==> src/pkg/ubpp_pkg.sv <==
/*
  Shared constants and types for the byte-wide bit-bang parallel port.
  Assumes one 100 MHz channel clock and byte-wide FIFOs on the host side.
*/
`default_nettype none

package ubpp_pkg;

  // ----------------------------------------------------------------
  // Widths, codes and reset values
  // ----------------------------------------------------------------
  localparam int          PIN_W           = 8;
  localparam logic [7:0]  MODE_ASYNC_CODE = 8'h01;
  localparam logic [7:0]  MODE_SYNC_CODE  = 8'h04;
  localparam logic [7:0]  OUT_RST         = 8'h00;
  localparam logic [7:0]  DIR_RST         = 8'h00;
  localparam logic [7:0]  DIR_ALL_IN      = 8'h00;
  localparam logic        STROBE_IDLE     = 1'b1;
  localparam logic        STROBE_ACTIVE   = 1'b0;

  // ----------------------------------------------------------------
  // Timing
  // ----------------------------------------------------------------
  localparam int CLK_PERIOD_NS = 10;
  localparam int SETUP_NS      = 10;
  localparam int STROBE_NS     = 10;
  localparam int SETUP_CYC     = (SETUP_NS + CLK_PERIOD_NS - 1) / CLK_PERIOD_NS;
  localparam int STROBE_CYC    = (STROBE_NS + CLK_PERIOD_NS - 1) / CLK_PERIOD_NS;

  // ----------------------------------------------------------------
  // Types
  // ----------------------------------------------------------------
  typedef enum logic [2:0] {
    UBPP_MODE_OFF   = 3'b001,
    UBPP_MODE_ASYNC = 3'b010,
    UBPP_MODE_SYNC  = 3'b100
  } ubpp_mode_t;

  typedef enum logic [3:0] {
    UBPP_S_IDLE  = 4'b0001,
    UBPP_S_FWD   = 4'b0010,
    UBPP_S_SETUP = 4'b0100,
    UBPP_S_WSTB  = 4'b1000
  } ubpp_state_t;

  localparam ubpp_mode_t MODE_RST = UBPP_MODE_OFF;

endpackage : ubpp_pkg

`default_nettype wire

==> src/pkg/ubpp_pin_if.sv <==
/*
  Carrier between the port sequencer and the pin bank.
  Assumes both ends sit in the same clock domain.
*/
`timescale 1ns/1ps
`default_nettype none

interface ubpp_pin_if;
  // Output data and direction loads, each a one-cycle request.
  logic                       load_data;
  logic [ubpp_pkg::PIN_W-1:0] data;
  logic                       load_dir;
  logic [ubpp_pkg::PIN_W-1:0] dir;

  modport ctrl (output load_data, data, load_dir, dir);
  modport bank (input  load_data, data, load_dir, dir);
endinterface : ubpp_pin_if

`default_nettype wire

==> src/design/ubpp_pin_bank.sv <==
/*
  Eight parallel pins, each with its own direction bit and output latch.
  Assumes the load requests come from the sequencer on the same clock.
*/
`timescale 1ns/1ps
`default_nettype none

module ubpp_pin_bank (
  input  wire logic                       ref_clk_i,   // Channel clock.
  input  wire logic                       rst_b_i,     // Async reset, active low.
  ubpp_pin_if.bank                        ctl,         // Load requests.
  output logic [ubpp_pkg::PIN_W-1:0]      pin_o,       // Pin output levels.
  output logic [ubpp_pkg::PIN_W-1:0]      pin_oe_n_o   // Low while the pin drives.
);
  import ubpp_pkg::*;

  logic [PIN_W-1:0] data_r;
  logic [PIN_W-1:0] data_nxt;
  logic [PIN_W-1:0] dir_r;
  logic [PIN_W-1:0] dir_nxt;
  logic [PIN_W-1:0] pin_r;
  logic [PIN_W-1:0] pin_nxt;
  logic [PIN_W-1:0] oe_n_r;
  logic [PIN_W-1:0] oe_n_nxt;

  // ----------------------------------------------------------------
  // Per-pin next values
  // ----------------------------------------------------------------
  // Each pin keeps its own direction; an input pin never shows latch data.
  // per-pin direction
  for (genvar i = 0; i < PIN_W; i++) begin : g_pin
    always_comb begin
      data_nxt[i] = ctl.load_data ? ctl.data[i] : data_r[i];
      dir_nxt[i]  = ctl.load_dir ? ctl.dir[i] : dir_r[i];
      pin_nxt[i]  = data_nxt[i] & dir_nxt[i];
      oe_n_nxt[i] = ~dir_nxt[i];
    end
  end

  // Registers only.
  always_ff @(posedge ref_clk_i or negedge rst_b_i) begin
    if (!rst_b_i) begin
      data_r <= OUT_RST;
      dir_r  <= DIR_RST;
      pin_r  <= OUT_RST & DIR_RST;
      oe_n_r <= ~DIR_RST;
    end else begin
      data_r <= data_nxt;
      dir_r  <= dir_nxt;
      pin_r  <= pin_nxt;
      oe_n_r <= oe_n_nxt;
    end
  end

  assign pin_o      = pin_r;
  assign pin_oe_n_o = oe_n_r;

endmodule : ubpp_pin_bank

`default_nettype wire

==> src/design/ubpp_port.sv <==
/*
  Byte-wide bit-bang parallel port of one bridge channel: sequencer,
  mode register, sample path and strobes, with the pin bank below it.
  Assumes byte FIFOs on the host side with valid/ready, a one-cycle
  baud tick, and pin inputs already synchronous to the channel clock.
*/
`timescale 1ns/1ps
`default_nettype none

module ubpp_port (
  input  wire logic                       ref_clk_i,               // Channel clock.
  input  wire logic                       rst_b_i,                 // Async reset, low.
  input  wire logic                       setup_valid_i,           // Setup command.
  input  wire logic [7:0]                 setup_mode_i,            // Mode code.
  input  wire logic [ubpp_pkg::PIN_W-1:0] setup_mask_i,            // 1 = output.
  output logic                            setup_ready_o,           // Setup taken.
  input  wire logic                       baud_tick_i,             // Baud tick.
  input  wire logic                       fh_valid_i,              // Host byte ready.
  input  wire logic [7:0]                 fh_data_i,               // Host byte.
  output logic                            fh_ready_o,              // Pop host byte.
  output logic                            th_valid_o,              // Push sample.
  output logic [7:0]                      th_data_o,               // Sampled pins.
  input  wire logic                       th_ready_i,              // Room to host.
  input  wire logic [ubpp_pkg::PIN_W-1:0] pin_i,                   // Pin levels.
  output logic [ubpp_pkg::PIN_W-1:0]      pin_o,                   // Pin drive.
  output logic [ubpp_pkg::PIN_W-1:0]      pin_oe_n_o,              // Low = driving.
  output logic                            pin_sample_strobe_n_o,   // Read strobe.
  output logic                            pin_update_strobe_n_o,   // Write strobe.
  output ubpp_pkg::ubpp_mode_t            mode_o                   // Current mode.
);
  import ubpp_pkg::*;

  // ----------------------------------------------------------------
  // Declarations
  // ----------------------------------------------------------------
  ubpp_pin_if pif ();

  ubpp_state_t      state_r;
  ubpp_state_t      state_nxt;
  ubpp_mode_t       mode_r;
  ubpp_mode_t       mode_nxt;
  logic [7:0]       hold_r;
  logic [7:0]       hold_nxt;
  logic [7:0]       th_data_r;
  logic [7:0]       th_data_nxt;
  logic             th_push_r;
  logic             th_push_nxt;
  logic             rd_n_r;
  logic             rd_n_nxt;
  logic             wr_n_r;
  logic             wr_n_nxt;
  logic             setup_take;
  logic             sync_take;
  logic             async_take;

  // Mode code to mode; unknown codes leave the port idle.
  function automatic ubpp_mode_t decode_mode(input logic [7:0] code);
    ubpp_mode_t m;
    m = UBPP_MODE_OFF;
    if (code == MODE_ASYNC_CODE) begin
      m = UBPP_MODE_ASYNC;
    end else if (code == MODE_SYNC_CODE) begin
      m = UBPP_MODE_SYNC;
    end
    return m;
  endfunction : decode_mode

  // ----------------------------------------------------------------
  // Sequencer next state
  // ----------------------------------------------------------------
  // Setup is taken only between cycles so a direction change never
  // splits a sample/update pair.
  assign setup_ready_o = (state_r == UBPP_S_IDLE);
  assign setup_take    = setup_valid_i && setup_ready_o;
  assign sync_take     = setup_ready_o && !setup_valid_i && (mode_r == UBPP_MODE_SYNC)
                         && fh_valid_i && th_ready_i;
  assign async_take    = setup_ready_o && !setup_valid_i && (mode_r == UBPP_MODE_ASYNC)
                         && fh_valid_i && baud_tick_i;

  // One sample-and-update cycle per host byte in sync mode; async samples on a baud tick in idle with room; strobes are one clock wide.
  always_comb begin
    state_nxt     = state_r;
    mode_nxt      = mode_r;
    hold_nxt      = hold_r;
    th_data_nxt   = th_data_r;
    th_push_nxt   = 1'b0;
    rd_n_nxt      = STROBE_IDLE;
    wr_n_nxt      = STROBE_IDLE;
    fh_ready_o    = 1'b0;
    pif.load_data = 1'b0;
    pif.data      = hold_r;
    pif.load_dir  = 1'b0;
    pif.dir       = setup_mask_i;
    case (state_r)
      UBPP_S_IDLE: begin
        if (setup_take) begin
          mode_nxt     = decode_mode(setup_mode_i);
          pif.load_dir = 1'b1;
        end else if (sync_take) begin
          fh_ready_o  = 1'b1;
          hold_nxt    = fh_data_i;
          th_data_nxt = pin_i;
          th_push_nxt = 1'b1;
          rd_n_nxt    = STROBE_ACTIVE;
          state_nxt   = UBPP_S_FWD;
        end else if ((mode_r == UBPP_MODE_ASYNC) && baud_tick_i) begin
          if (th_ready_i) begin
            th_data_nxt = pin_i;
            th_push_nxt = 1'b1;
            rd_n_nxt    = STROBE_ACTIVE;
          end
          if (async_take) begin
            fh_ready_o    = 1'b1;
            pif.data      = fh_data_i;
            pif.load_data = 1'b1;
            state_nxt     = UBPP_S_SETUP;
          end
        end
      end
      UBPP_S_FWD: begin
        pif.load_data = 1'b1;
        state_nxt     = UBPP_S_SETUP;
      end
      UBPP_S_SETUP: begin
        wr_n_nxt  = STROBE_ACTIVE;
        state_nxt = UBPP_S_WSTB;
      end
      UBPP_S_WSTB: begin
        state_nxt = UBPP_S_IDLE;
      end
      default: begin
        state_nxt = UBPP_S_IDLE;
      end
    endcase
  end

  // Sequencer registers.
  always_ff @(posedge ref_clk_i or negedge rst_b_i) begin
    if (!rst_b_i) begin
      state_r   <= UBPP_S_IDLE;
      mode_r    <= MODE_RST;
      hold_r    <= OUT_RST;
      th_data_r <= OUT_RST;
      th_push_r <= 1'b0;
      rd_n_r    <= STROBE_IDLE;
      wr_n_r    <= STROBE_IDLE;
    end else begin
      state_r   <= state_nxt;
      mode_r    <= mode_nxt;
      hold_r    <= hold_nxt;
      th_data_r <= th_data_nxt;
      th_push_r <= th_push_nxt;
      rd_n_r    <= rd_n_nxt;
      wr_n_r    <= wr_n_nxt;
    end
  end

  // ----------------------------------------------------------------
  // Outputs and pin bank
  // ----------------------------------------------------------------
  // idle-high strobes
  assign pin_sample_strobe_n_o = rd_n_r;
  assign pin_update_strobe_n_o = wr_n_r;
  assign th_valid_o            = th_push_r;
  assign th_data_o             = th_data_r;
  assign mode_o                = mode_r;

  // Pins and their direction latches.
  ubpp_pin_bank u_bank (
    .ref_clk_i  (ref_clk_i),
    .rst_b_i    (rst_b_i),
    .ctl        (pif.bank),
    .pin_o      (pin_o),
    .pin_oe_n_o (pin_oe_n_o)
  );
endmodule : ubpp_port

`default_nettype wire

==> config.mk <==
export PLATFORM = sky130hd
export DESIGN_NAME = ubpp_port
export DESIGN_NICKNAME = d
export VERILOG_FILES = /design/src/pkg/ubpp_pkg.sv /design/src/pkg/ubpp_pin_if.sv /design/src/design/ubpp_pin_bank.sv /design/src/design/ubpp_port.sv
export SDC_FILE = /design/constraint.sdc
export NUM_CORES = 1
export LEC_CHECK = 0
export BUFFER_PORTS_ARGS = -buffer_cell sky130_fd_sc_hd__buf_2
export CAP_MARGIN = 20
export CORE_UTILIZATION = 40
export DETAILED_ROUTE_END_ITERATION = 10
export SETUP_SLACK_MARGIN = 0.5
export SYNTH_ARGS = -nofsm -noshare
export SYNTH_HDL_FRONTEND = slang
export SYNTH_SLANG_ARGS = --single-unit
==> constraint.sdc <==
create_clock -name ref_clk_i -period 5.7 [get_ports ref_clk_i]
set_input_delay 0.285 -clock ref_clk_i [delete_from_list [all_inputs] [get_ports ref_clk_i]]
set_output_delay 0.285 -clock ref_clk_i [all_outputs]
set_load 0.05 [all_outputs]
==> reports/metrics.yaml <==
status: "completed"
slew_headroom: 0.527
gr-total-overflow: 0
ant_nets: 0
ys_ff_latch: 58
initial_core_util: 0.421
cp_data_required_time_ns: 5.41
area_delta_synth_final_pct: 23.8
post_drt_via_cell_ratio: 5.31
p_leak_nw: 1.39
die_h_um: 78.9
wl_um: 5250
crit_end: "fh_ready_o"
r2r-start: "state_r[0]"
setup_viol: 0
critPathCaptureType: "output port"
num_antenna_cells: 0
via_count: 1795
synth_top_area_frac: 0.487
timing.final.ws_setup_ns: 2.83
postSynthAreaPerCell_sq_um: 12.6
die_area_sq_um: 6220
synth_edf_count: 0
max_freq_ghz: 0.349
drt_iter0_markers: 75
start_kind: "flip-flop"
yosys.area.top_type: "dfrtp_1"
post_cts_resized: 0
grt_max_degree: 59
period_minus_slack_ns: 2.87
first_global_vias: 1840
ys.flop_type: "dfrtp_1"
irDropWorstVdd_uv: 137
antenna_found_initial: 0
synthArstFlopShare: 1.00
finalHoldViolCount: 0
core_sq_um: 5610
grt_use_total: 0.194
dr.pass1.iters: 4
crit_path_start: "state_r[0]"
placementRows: 27
p_total_mw: 0.846
power_density_nw_per_um2: 289
drc: 0
post-route-period-util: 0.503
synth.distinct_cells: 31
syn_area_sq_um: 2360
max-cap-violations: 0
dp_slack_ns: 3.20
boundaryPins: 70
syn_nets: 225
dpl.hpwl_um: 3440
root_buffer: "clkbuf_8"
synthCells: 187
n_fill_cell: 550
cts.path.max_buffers: 2
grt_pass1_wl_um: 8960
wire_per_inst_um: 15.5
yosysSeqAreaShare: 0.621
synth_most_common_cell: "dfrtp_1"
tns_ns: 0
critical_path_arrival_ns: 2.58
cts_buffers: 9
clock_latency_ns: 0.33
worst_pin_slew_ns: 0.710
worst-r2r-cell-count: 4
whs_ns: 0.0874
die_w_um: 78.9
slew_violations: 0
gp_congestion: 0.776
ys_warn_count: 0
cts.sinks: 58
ys_top_cells_by_count: "46 x dfrtp_1, 18 x nand2_1, 17 x mux2_2, 17 x nand3_1, 12 x dfstp_2"
port-buffer-count: 69
skew_ns: 0.00858
htreeDepth: 3
reg2reg_slack_ns: 3.25
rsz0062_at_grt: "false"
ys_top_cells_by_area: "dfrtp_1 49%, dfstp_2 13%, mux2_2 8.1%"
path_max_fanout: 21
hp-class: "input port to asynchronous set/reset pin"
post_cts_buffers: 0
postLayoutCoreUtil: 0.521
fin_nets: 299
hold_buffers: 0
path_class: "flip-flop to output port"
drive_above_1_share: 0.451
clkTransAtPathRegs_ns: 0.06
worstReg2RegEnd: "th_data_o[5]"
cts_tree: "done"
power by group:
part           internal (mW)  switching [mW]
logic                 0.0244          0.0668
clock network          0.168           0.154
registers              0.431         0.00328
total                  0.623           0.224
cell usage in the layout (no fill, tap or decap), types with 8 or more instances in the layout:
cell type / instances
buf_2: 69
dfrtp_1: 46
nand2_1: 18
nand3_1: 17
mux2_2: 17
dfstp_2: 12
o21ai_0: 10
clkbuf_8: 10
nand4_1: 8
o311ai_0: 8
and2_1: 8
a32oi_1: 8
routing by layer:
metal  vias up  global-route usage  wire, um
li1        845                   -         -
met1       876               0.257      2320
met2        65               0.290      2490
met3         9              0.0506       332
met4         0               0.104       106
met5         -                   0         0
kinds of logic (layout without fill, tap and decap cells):
family | Yosys count | after routing | share of synthesized area
compound gates | 31 | 31 | 0.101
xor+xnor | 1 | 1 | 0.00371
buf+inv | 15 | 94 | 0.0334
flops | 58 | 58 | 0.621
mux | 17 | 17 | 0.0810
simple gates | 65 | 65 | 0.160
through the flow:
step / area (sq um) / cells
finish: 2920 / 338
global route: 2920 / 338
CTS: 2920 / 338
detailed placement: 2760 / 322
global placement: 2760 / 322
floorplan: 2360 / 187
critical path, stage by stage, from the launching register on:
cell     delay [ns]
dfstp_2        0.55
or4b_4         0.60
inv_2          0.35
nand4_4        0.27
o31ai_1        0.15
buf_2          0.32
how the worst min path moves through the flow:
stage | end | cells after the start | slack (ns)
global placement | u_bank.pin_o[3] | 2 | 0.47
floorplan | hold_r[0] | 0 | -0.01
CTS | u_bank.pin_o[3] | 2 | 0.12
finish | u_bank.pin_o[3] | 2 | 0.09
global route | th_valid_o | 2 | 0.16
detailed placement | u_bank.pin_o[3] | 2 | 0.48
final cells by class:
cell class / instances / area [sq um] / area share
sequential: 58 / 1470 / 0.501
clock buffer: 13 / 149 / 0.0509
clock inverter: 3 / 15.0 / 0.00513
timing repair buffer: 71 / 360 / 0.123
inverter: 7 / 26.3 / 0.00899
tap: 72 / 90.1 / 0.0308
multi-input combinational: 114 / 817 / 0.279
state kept, by name (all words and copies together), names as in the netlist, 3 cells and up:
signal and count:
th_data_o 8, hold_r 8, u_bank.data_r 8, u_bank.pin_o 8, state_r 4, mode_o 3
u_bank.pin_oe_n_o 8, u_bank.dir_r 8
Power figures use the tool's default switching activity.
